## config.mk

```make
export PLATFORM = sky130hd
export DESIGN_NAME = ssf_status
export DESIGN_NICKNAME = d
export VERILOG_FILES = /design/src/hdl/ssf_pkg.sv /design/src/hdl/ssf_status.sv
export SDC_FILE = /design/constraint.sdc
export NUM_CORES = 1
export LEC_CHECK = 0
export ABC_AREA = 1
export BUFFER_PORTS_ARGS = -buffer_cell sky130_fd_sc_hd__buf_2
export CAP_MARGIN = 10
export CELL_PAD_IN_SITES_DETAIL_PLACEMENT = 2
export CELL_PAD_IN_SITES_GLOBAL_PLACEMENT = 2
export CORE_ASPECT_RATIO = 2
export CORE_MARGIN = 4
export CORE_UTILIZATION = 28
export CTS_BUF_LIST = sky130_fd_sc_hd__clkbuf_8
export CTS_CLUSTER_SIZE = 30
export DETAILED_ROUTE_END_ITERATION = 6
export PLACE_DENSITY_LB_ADDON = 0.1
export SLEW_MARGIN = 40
export SYNTH_ARGS = -nofsm -noshare
export SYNTH_HDL_FRONTEND = slang
export SYNTH_SLANG_ARGS = --single-unit
```

## constraint.sdc

```tcl
create_clock -name mclk_in -period 1.4 [get_ports mclk_in]
set_clock_uncertainty 0.2 [all_clocks]
set_input_delay 0.07 -clock mclk_in [delete_from_list [all_inputs] [get_ports mclk_in]]
set_output_delay 0.07 -clock mclk_in [all_outputs]
set_load 0.02 [all_outputs]
```

## src/hdl/ssf_pkg.sv

```systemverilog
/*
  Constants for the serial status flag logic: register offsets, bit
  positions, reset values and transmit state encodings.
  Assumes a single 10 MHz system clock and a plain strobe register port.
*/
// Function
// - Software writes only 0, after reading 1
// - Status register loads 0x84 on reset/low-power
// - Transmit-end and rx multiproc bit read-only
// - Tx-empty sets on enable clear or transfer
// - Tx-empty clears by 0-write or buffer write
// - Error-free reception sets rx-full
// - Rx-full clears by 0-write or buffer read
// - Error or rx-enable clear keep buffer, flag
// - Overrun sets when rx-full still set
// - Overrun keeps old character, drops new
// - Error flags halt receive; sync halts transmit
// - Framing error from first stop bit only
// - Framing error loads buffer, rx-full stays clear
// - Parity error on parity mismatch
// - Parity error loads buffer, rx-full stays clear
// - Clearing rx-enable keeps error flags
// - Transmit-end sets on enable clear or done
// - Transmit-end clears with tx-empty
// - Capture received multiproc bit in MP format
// - Rx multiproc bit held when rx-enable clears
// - Append tx multiproc bit in MP format
// - Tx multiproc bit ignored outside async MP tx
// - Rx interrupts withdraw on flag or enable clear
package ssf_pkg;

  // ----------------------------------------------------------------
  // Register map
  // ----------------------------------------------------------------
  localparam logic [2:0] SSF_ADDR_STATUS = 3'h0;
  localparam logic [2:0] SSF_ADDR_TXBUF  = 3'h1;
  localparam logic [2:0] SSF_ADDR_RXBUF  = 3'h2;
  localparam logic [2:0] SSF_ADDR_CTRL   = 3'h3;

  // ----------------------------------------------------------------
  // Status bit positions
  // ----------------------------------------------------------------
  localparam int SSF_TX_BUFFER_EMPTY_BIT = 7;
  localparam int SSF_RX_BUFFER_FULL_BIT = 6;
  localparam int SSF_OVR_BIT  = 5;
  localparam int SSF_FRM_BIT  = 4;
  localparam int SSF_PAR_BIT  = 3;
  localparam int SSF_TX_END_FLAG_BIT = 2;
  localparam int SSF_MPR_BIT  = 1;
  localparam int SSF_MPT_BIT  = 0;

  // Control register bit positions
  localparam int SSF_CTL_TXEN = 0;
  localparam int SSF_CTL_RXEN = 1;
  localparam int SSF_CTL_RIE  = 2;
  localparam int SSF_CTL_SYNC = 3;
  localparam int SSF_CTL_MP   = 4;
  localparam int SSF_CTL_ODD  = 5;
  localparam int SSF_CTL_STP2 = 6;

  // ----------------------------------------------------------------
  // Reset values
  // ----------------------------------------------------------------
  localparam logic [7:0] SSF_STATUS_RST = 8'h84;
  localparam logic [7:0] SSF_CTRL_RST   = 8'h00;
  localparam logic [7:0] SSF_BYTE_ZERO  = 8'h00;

  // Transmit sequencer states, Gray along idle-load-send
  typedef enum logic [1:0] {
    SSF_TX_IDLE = 2'b00,
    SSF_TX_LOAD = 2'b01,
    SSF_TX_SEND = 2'b11
  } ssf_tx_state_t;

endpackage : ssf_pkg

```

## src/hdl/ssf_status.sv

```systemverilog
/*
  Serial status flag logic: status register, transmit/receive buffers,
  multiprocessor bits and receive error interrupt requests.
  Assumes shift engines outside pulse tx_take/tx_last/rx_done on mclk_in.
*/
`timescale 1ns/1ps
`default_nettype none
module ssf_status (
  input  wire logic        mclk_in,        // System clock, 10 MHz
  input  wire logic        rst_b_in,       // Sync reset, active low
  input  wire logic        lowpwr_in,      // Low-power mode entry pulse
  input  wire logic [2:0]  addr_in,        // Register address
  input  wire logic [7:0]  wdata_in,       // Write data
  input  wire logic        wr_in,          // Write strobe
  input  wire logic        rd_in,          // Read strobe
  output logic      [7:0]  rdata_out,      // Read data, next cycle
  input  wire logic        tx_take_in,     // Shifter takes tx buffer
  input  wire logic        tx_last_in,     // Last tx bit sent
  input  wire logic        rx_done_in,     // Character fully received
  input  wire logic [7:0]  rx_data_in,     // Received data bits
  input  wire logic        rx_par_in,      // Received parity bit
  input  wire logic        rx_par_on_in,   // Parity checked this frame
  input  wire logic        rx_stop_in,     // First stop bit sample
  input  wire logic        rx_mp_in,       // Received multiproc bit
  output logic      [7:0]  tx_data_out,    // Character to shifter
  output logic             tx_mp_out,      // Multiproc bit to append
  output logic             tx_ready_out,   // Tx buffer holds a character
  output logic             tx_halt_out,    // Transmit stalled by errors
  output logic             rx_halt_out,    // Receive stalled by errors
  output logic             tx_enable_out,  // Transmit enable
  output logic             rx_enable_out,  // Receive enable
  output logic             ctrl_sync_out,  // Synchronous mode
  output logic             ctrl_odd_out,   // Odd parity selected
  output logic             ctrl_stop2_out, // Two stop bits configured
  output logic             rx_full_irq_out,  // Receive full request
  output logic             rx_error_irq_out  // Receive error request
);
  import ssf_pkg::*;

  // ----------------------------------------------------------------
  // Storage
  // ----------------------------------------------------------------
  logic [7:0]    ctrl_reg;
  logic          tx_buffer_empty_reg, rx_buffer_full_reg;
  logic          overrun_flag_reg, framing_flag_reg, parity_flag_reg;
  logic          tx_end_flag_reg, rx_multiproc_bit_reg, tx_multiproc_bit_reg;
  logic [4:0]    seen_one_reg;
  logic [7:0]    tx_buffer_reg, rx_buffer_reg;
  logic [7:0]    rdata_reg;
  ssf_tx_state_t tx_state_reg;

  // ----------------------------------------------------------------
  // Decode
  // ----------------------------------------------------------------
  logic       rst_all;
  logic       wr_status, wr_txbuf, wr_ctrl, rd_status, rd_rxbuf;
  logic       txen, rxen, sync_mode, mp_mode, err_any;
  logic       tx_disable, rx_end, fr_err, par_err;
  logic [4:0] clr_ok;
  logic [7:0] status_now;

  assign rst_all   = !rst_b_in || lowpwr_in;
  assign wr_status = wr_in && (addr_in == SSF_ADDR_STATUS);
  assign wr_txbuf  = wr_in && (addr_in == SSF_ADDR_TXBUF);
  assign wr_ctrl   = wr_in && (addr_in == SSF_ADDR_CTRL);
  assign rd_status = rd_in && (addr_in == SSF_ADDR_STATUS);
  assign rd_rxbuf  = rd_in && (addr_in == SSF_ADDR_RXBUF);
  assign txen      = ctrl_reg[SSF_CTL_TXEN];
  assign rxen      = ctrl_reg[SSF_CTL_RXEN];
  assign sync_mode = ctrl_reg[SSF_CTL_SYNC];
  assign mp_mode   = ctrl_reg[SSF_CTL_MP] && !sync_mode;
  assign err_any   = overrun_flag_reg || framing_flag_reg || parity_flag_reg;
  // Enable falling edge, seen as a write that drops the bit
  assign tx_disable = wr_ctrl && txen && !wdata_in[SSF_CTL_TXEN];
  // A finished character only counts while receive runs and no error blocks it
  assign rx_end    = rx_done_in && rxen && !err_any;
  assign fr_err    = !sync_mode && !rx_stop_in;
  assign par_err   = !sync_mode && rx_par_on_in &&
                     ((^rx_data_in ^ rx_par_in) != ctrl_reg[SSF_CTL_ODD]);

  // Clear by 0 only after a 1 was read: order TX_BUFFER_EMPTY,RX_BUFFER_FULL,OVR,FRM,PAR
  assign clr_ok[4] = wr_status && !wdata_in[SSF_TX_BUFFER_EMPTY_BIT] && seen_one_reg[4];
  assign clr_ok[3] = wr_status && !wdata_in[SSF_RX_BUFFER_FULL_BIT] && seen_one_reg[3];
  assign clr_ok[2] = wr_status && !wdata_in[SSF_OVR_BIT] && seen_one_reg[2];
  assign clr_ok[1] = wr_status && !wdata_in[SSF_FRM_BIT] && seen_one_reg[1];
  assign clr_ok[0] = wr_status && !wdata_in[SSF_PAR_BIT] && seen_one_reg[0];

  assign status_now = {tx_buffer_empty_reg, rx_buffer_full_reg, overrun_flag_reg,
                       framing_flag_reg, parity_flag_reg, tx_end_flag_reg,
                       rx_multiproc_bit_reg, tx_multiproc_bit_reg};

  // ----------------------------------------------------------------
  // Control register
  // ----------------------------------------------------------------
  always_ff @(posedge mclk_in) begin
    if (rst_all) begin
      ctrl_reg <= SSF_CTRL_RST;
    end else if (wr_ctrl) begin
      ctrl_reg <= wdata_in;
    end
  end

  // Read-as-1 tracking; a new set re-arms nothing, any status write disarms all
  always_ff @(posedge mclk_in) begin
    if (rst_all) begin
      seen_one_reg <= 5'h00;
    end else if (rd_status) begin
      seen_one_reg <= status_now[7:3];
    end else if (wr_status) begin
      seen_one_reg <= 5'h00;
    end
  end

  // ----------------------------------------------------------------
  // Transmit side flags; set beats clear in the same cycle
  // ----------------------------------------------------------------
  always_ff @(posedge mclk_in) begin
    if (rst_all) begin
      tx_buffer_empty_reg <= SSF_STATUS_RST[SSF_TX_BUFFER_EMPTY_BIT];
    end else if (tx_disable || !txen || (tx_state_reg == SSF_TX_LOAD)) begin
      tx_buffer_empty_reg <= 1'b1;
    end else if (clr_ok[4] || wr_txbuf) begin
      tx_buffer_empty_reg <= 1'b0;
    end
  end

  always_ff @(posedge mclk_in) begin
    if (rst_all) begin
      tx_end_flag_reg <= SSF_STATUS_RST[SSF_TX_END_FLAG_BIT];
    end else if (tx_disable || (tx_last_in && tx_buffer_empty_reg)) begin
      tx_end_flag_reg <= 1'b1;
    end else if (clr_ok[4] || (wr_txbuf && txen)) begin
      tx_end_flag_reg <= 1'b0;
    end
  end

  // Software-owned transmit multiprocessor bit
  always_ff @(posedge mclk_in) begin
    if (rst_all) begin
      tx_multiproc_bit_reg <= SSF_STATUS_RST[SSF_MPT_BIT];
    end else if (wr_status) begin
      tx_multiproc_bit_reg <= wdata_in[SSF_MPT_BIT];
    end
  end

  always_ff @(posedge mclk_in) begin
    if (rst_all) begin
      tx_buffer_reg <= SSF_BYTE_ZERO;
    end else if (wr_txbuf) begin
      tx_buffer_reg <= wdata_in;
    end
  end

  // Transfer sequencer: buffer to shifter handoff
  always_ff @(posedge mclk_in) begin
    if (rst_all || !txen) begin
      tx_state_reg <= SSF_TX_IDLE;
    end else begin
      case (tx_state_reg)
        SSF_TX_IDLE: begin
          if (tx_take_in && !tx_buffer_empty_reg && !tx_halt_out) begin
            tx_state_reg <= SSF_TX_LOAD;
          end
        end
        SSF_TX_LOAD: begin
          tx_state_reg <= SSF_TX_SEND;
        end
        default: begin
          if (tx_last_in) begin
            tx_state_reg <= SSF_TX_IDLE;
          end
        end
      endcase
    end
  end

  // Shifter-facing transmit outputs, registered
  always_ff @(posedge mclk_in) begin
    if (rst_all) begin
      tx_data_out  <= SSF_BYTE_ZERO;
      tx_mp_out    <= 1'b0;
      tx_ready_out <= 1'b0;
      tx_halt_out  <= 1'b0;
    end else begin
      if (tx_state_reg == SSF_TX_LOAD) begin
        tx_data_out <= tx_buffer_reg;
        tx_mp_out   <= mp_mode && txen && tx_multiproc_bit_reg;
      end
      tx_ready_out <= txen && !tx_buffer_empty_reg;
      tx_halt_out  <= sync_mode && err_any;
    end
  end

  // ----------------------------------------------------------------
  // Receive side flags and buffer
  // ----------------------------------------------------------------
  always_ff @(posedge mclk_in) begin
    if (rst_all) begin
      rx_buffer_reg <= SSF_BYTE_ZERO;
    end else if (rx_end && !rx_buffer_full_reg) begin
      rx_buffer_reg <= rx_data_in;
    end
  end

  always_ff @(posedge mclk_in) begin
    if (rst_all) begin
      rx_buffer_full_reg <= SSF_STATUS_RST[SSF_RX_BUFFER_FULL_BIT];
    end else if (rx_end && !rx_buffer_full_reg && !fr_err && !par_err) begin
      rx_buffer_full_reg <= 1'b1;
    end else if (clr_ok[3] || rd_rxbuf) begin
      rx_buffer_full_reg <= 1'b0;
    end
  end

  // Error flags are untouched by enable changes
  always_ff @(posedge mclk_in) begin
    if (rst_all) begin
      overrun_flag_reg <= SSF_STATUS_RST[SSF_OVR_BIT];
    end else if (rx_end && rx_buffer_full_reg) begin
      overrun_flag_reg <= 1'b1;
    end else if (clr_ok[2]) begin
      overrun_flag_reg <= 1'b0;
    end
  end

  always_ff @(posedge mclk_in) begin
    if (rst_all) begin
      framing_flag_reg <= SSF_STATUS_RST[SSF_FRM_BIT];
    end else if (rx_end && !rx_buffer_full_reg && fr_err) begin
      framing_flag_reg <= 1'b1;
    end else if (clr_ok[1]) begin
      framing_flag_reg <= 1'b0;
    end
  end

  always_ff @(posedge mclk_in) begin
    if (rst_all) begin
      parity_flag_reg <= SSF_STATUS_RST[SSF_PAR_BIT];
    end else if (rx_end && !rx_buffer_full_reg && par_err) begin
      parity_flag_reg <= 1'b1;
    end else if (clr_ok[0]) begin
      parity_flag_reg <= 1'b0;
    end
  end

  // Hardware-only bit; software writes never reach it
  always_ff @(posedge mclk_in) begin
    if (rst_all) begin
      rx_multiproc_bit_reg <= SSF_STATUS_RST[SSF_MPR_BIT];
    end else if (rx_end && mp_mode) begin
      rx_multiproc_bit_reg <= rx_mp_in;
    end
  end

  // ----------------------------------------------------------------
  // Read port and registered side outputs
  // ----------------------------------------------------------------
  always_ff @(posedge mclk_in) begin
    if (rst_all) begin
      rdata_reg <= SSF_BYTE_ZERO;
    end else if (rd_status) begin
      rdata_reg <= status_now;
    end else if (rd_in && (addr_in == SSF_ADDR_RXBUF)) begin
      rdata_reg <= rx_buffer_reg;
    end else if (rd_in && (addr_in == SSF_ADDR_TXBUF)) begin
      rdata_reg <= tx_buffer_reg;
    end else if (rd_in && (addr_in == SSF_ADDR_CTRL)) begin
      rdata_reg <= ctrl_reg;
    end else begin
      rdata_reg <= SSF_BYTE_ZERO;
    end
  end
  assign rdata_out = rdata_reg;

  // Requests follow flags one cycle late, so withdrawal lags by one too
  always_ff @(posedge mclk_in) begin
    if (rst_all) begin
      rx_full_irq_out  <= 1'b0;
      rx_error_irq_out <= 1'b0;
      rx_halt_out      <= 1'b0;
      tx_enable_out    <= 1'b0;
      rx_enable_out    <= 1'b0;
      ctrl_sync_out    <= 1'b0;
      ctrl_odd_out     <= 1'b0;
      ctrl_stop2_out   <= 1'b0;
    end else begin
      rx_full_irq_out  <= rx_buffer_full_reg && ctrl_reg[SSF_CTL_RIE];
      rx_error_irq_out <= err_any && ctrl_reg[SSF_CTL_RIE];
      rx_halt_out      <= err_any;
      tx_enable_out    <= txen;
      rx_enable_out    <= rxen;
      ctrl_sync_out    <= sync_mode;
      ctrl_odd_out     <= ctrl_reg[SSF_CTL_ODD];
      ctrl_stop2_out   <= ctrl_reg[SSF_CTL_STP2];
    end
  end

endmodule // ssf_status
`default_nettype wire

```

==> flow_metrics.py <==
metrics = {
    "run_status": {
        "status": "complete, but fails checks",
        "violations": "hold timing, setup timing",
    },
    "yosys": {
        "synth-edff-count": 0,
        "synth_top_family_by_area": "compound AO/OA/AOI/OAI gates",
        "async_flop_share_pct": 0,
        "synth_ff_type": "dfxtp_1",
        "ys_ff_latch": 66,
        "yosysUniqueCellTypes": 29,
        "netlist_area_um2": 2555,
        "synth_area_leader_cell": "dfxtp_1",
        "syn_inst": 323,
        "synth-simple-area-share_pct": 18.81,
        "ys_warn_count": 0,
        "seq_area_frac_synth_pct": 51.71,
        "synth_compound_area_share_pct": 21.01,
        "synth_top_cell_area_share_pct": 51.71,
        "synth_fa_ha_area_share_pct": 0,
        "ys_top_cells_by_area": "dfxtp_1 (52%), a21oi_1 (11%), nand2_1 (6.5%)",
        "synth_xor_area_share_pct": 1.028,
        "synth_mux_area_share_pct": 0,
        "synth_area_per_cell_um2": 7.910,
        "syn_nets": 354,
    },
    "detailed_routing": {
        "routedWlPerCell_um": 16.73,
        "totalWireLength_mm": 9.083,
        "first_pass_iters": 4,
        "via_per_inst": 4.862,
        "antenna_left": 0,
        "routed-via-count": 2640,
        "drtIter0Drc": 96,
        "remaining_drc_errors": 0,
    },
    "timing": {
        "max_slew.worst_pin.slew_ns": 0.3810,
        "rsz0062_at_grt": "yes",
        "holdWs_ns": -0.05290,
        "finalSetupViolations": 10,
        "final_hold_viol_count": 3,
        "min_period_ns": 1.483,
        "relSlewSlack_pct": 74.60,
        "slew_violations": 0,
        "fmax_mhz": 674.4,
        "fin_ws_ns": -0.08277,
        "fin_crit_sh_pct": 105.9,
    },
    "die": {
        "start_util_pct": 28.54,
        "die_y_um": 143.1,
        "core_um2": 8951,
        "core.rowCount": 49,
        "dieArea_um2": 10810,
        "die_width_um": 75.55,
        "io_pins": 58,
    },
    "clock_tree": {
        "cts_root_buffer": "clkbuf_8",
        "numCtsBuffers": 9,
        "cts.path.max_buffers": 2,
        "clk_latency_ns": 0.36,
        "cts_tree": "built",
        "h-tree-depth": 3,
        "cts.sinks": 66,
        "path_clk_slew_ns": 0.07,
    },
    "critical_path": {
        "endpoint": "rx_buffer_full_reg",
        "crit_start": "overrun_flag_reg",
        "cp.arrival_ns": 1.57,
        "reg2reg_from": "overrun_flag_reg",
        "critPathLaunchType": "flip-flop",
        "rrSetupSlack_ns": -0.08,
        "crit_type": "reg2reg",
        "end_kind": "flip-flop",
        "cp.required_ns": 1.49,
        "path_max_fanout": 5,
        "reg2reg_depth": 7,
        "r2r-end": "rx_buffer_full_reg",
    },
    "global_routing": {
        "gr-total-overflow": 0,
        "antenna_found_initial": 0,
        "grt_start_max_net_pins": 34,
        "track_usage_pct": 18.27,
        "grt_pass1_vias": 2895,
        "grt_pass1_wl_mm": 14.43,
    },
    "pwr": {
        "ir_worst_vdd_v": 0.0004926,
        "finalPower_w": 0.003808,
        "p_per_area_nw_per_um2": 1032,
        "cellLeakagePower_nw": 1.548,
    },
    "final_layout": {
        "final_nets": 467,
        "multi_input_area_um2": 1109,
        "fill_cells": 1068,
        "drive_gt1_share_pct": 29.02,
        "area_growth_pct": 44.47,
        "area.sequential_um2": 1324,
        "fin_area_um2": 3691,
        "diodes": 0,
    },
    "placed_design": {
        "gp_congestion": 0.7854,
        "placed_cell_area_um2": 3167,
        "port_buffers": 57,
        "dp_hpwl_mm": 6.860,
    },
    "flow_run": {
        "drv_cap": 0,
    },
    "min_path": {
        "hp-class": "in2reg",
    },
}
-- report_power, final --
group          switching [W]  internal (W)
Sequential        0.00000463       0.00189
Combinational       0.000180      0.000144
Clock               0.000717      0.000876
-- cell type report --
| cell class | instances | area share [%] |
|---|---|---|
| inverters | 37 | 3.831 |
| repair buffers | 112 | 21.36 |
| clock buffers | 14 | 5.220 |
| clock inverters | 2 | 0.2373 |
| flip-flops and latches | 66 | 35.86 |
| multi-input cells | 210 | 30.03 |
| well taps | 102 | 3.458 |
-- layout by cell type (no fill, tap or decap), types with 2 or more instances in the layout --
| cell type | instances |
|---|---|
| a211oi_1 | 2 |
| nand2_1 | 43 |
| buf_4 | 28 |
| o21ai_0 | 25 |
| nor3_1 | 5 |
| xnor2_1 | 2 |
| nor2_2 | 2 |
| nand4_1 | 2 |
| buf_12 | 2 |
| buf_2 | 57 |
| buf_6 | 2 |
| clkbuf_8 | 14 |
| dfxtp_1 | 64 |
| dfxtp_2 | 2 |
| a21oi_1 | 54 |
| nor2_1 | 29 |
| inv_2 | 2 |
| o21ai_2 | 7 |
| inv_1 | 35 |
| dlygate4sd3_1 | 23 |
| o22ai_1 | 8 |
| nand3_1 | 16 |
-- metrics by stage --
step / setup slack [ns] / hold slack [ns] / cells / utilization, % / TNS (ns)
after floorplan: -0.01510 / -0.03017 / 323 / - / -0.02281
after global placement: -0.09138 / 0.09667 / 502 / 35.38 / -0.3541
after detailed placement: -0.1210 / 0.1018 / 502 / 35.38 / -0.9548
after CTS: -0.08760 / 0.02083 / 543 / 40.89 / -0.2769
after global routing: -0.1517 / 0.0004354 / 543 / 41.24 / -1.263
final: -0.08277 / -0.05290 / 543 / 41.24 / -0.3592
-- Yosys cell counts, types with 2 or more instances --
library cell and count:
xnor2_1 2, nand3_1 17, dfxtp_1 66, buf_2 2, o22ai_1 8, a21oi_1 55, nand4_1 2, a211oi_1 2
inv_1 36, nand2_1 44, o21ai_0 33, nor3_1 5, clkbuf_1 6, nor2_1 30
-- critical path, cell delays in order, from the launching register on --
cell,delay [ns]
dfxtp_2,0.34
nor3_4,0.23
nand3_4,0.12
nor2_8,0.15
inv_4,0.06
a21oi_4,0.12
nand2_1,0.07
a21oi_1,0.12
-- worst min path at each step --
stage                     from              end  slack [ns]  cells after the start
floorplan           tx_last_in  tx_state_reg[0]       -0.03                      1
global placement    tx_last_in  tx_state_reg[0]         0.1                      2
detailed placement  tx_last_in  tx_state_reg[0]        0.10                      2
global route         lowpwr_in     rdata_out[0]      0.0004                      4
finish               lowpwr_in     rdata_out[0]       -0.05                      4
CTS                      wr_in      ctrl_reg[6]        0.02                      4
-- what timing repair did --
item,in CTS,in global routing
endpoints found under the setup margin,13,17
cloned,0,0
pin swaps,6,7
resized for setup,20,10
setup buffers,1,1
endpoints found under the hold margin,36,0
hold buffers,24,0
-- layer usage --
metal / vias up / part of all wire, % / global-route usage [%]
met5: - / 0 / 0
met4: 0 / 1.5 / 6.912
met3: 11 / 2.7 / 3.171
met2: 44 / 60 / 35.75
met1: 1278 / 36 / 17.86
li1: 1307 / - / -
-- kinds of logic after synthesis --
logic type             after synthesis
buffers and inverters               47
flip-flops                          66
XOR/XNOR                             3
AND/OR/NAND/NOR                    105
AO/OA/AOI/OAI                      102
No activity file was read; power rests on OpenSTA's default activity.
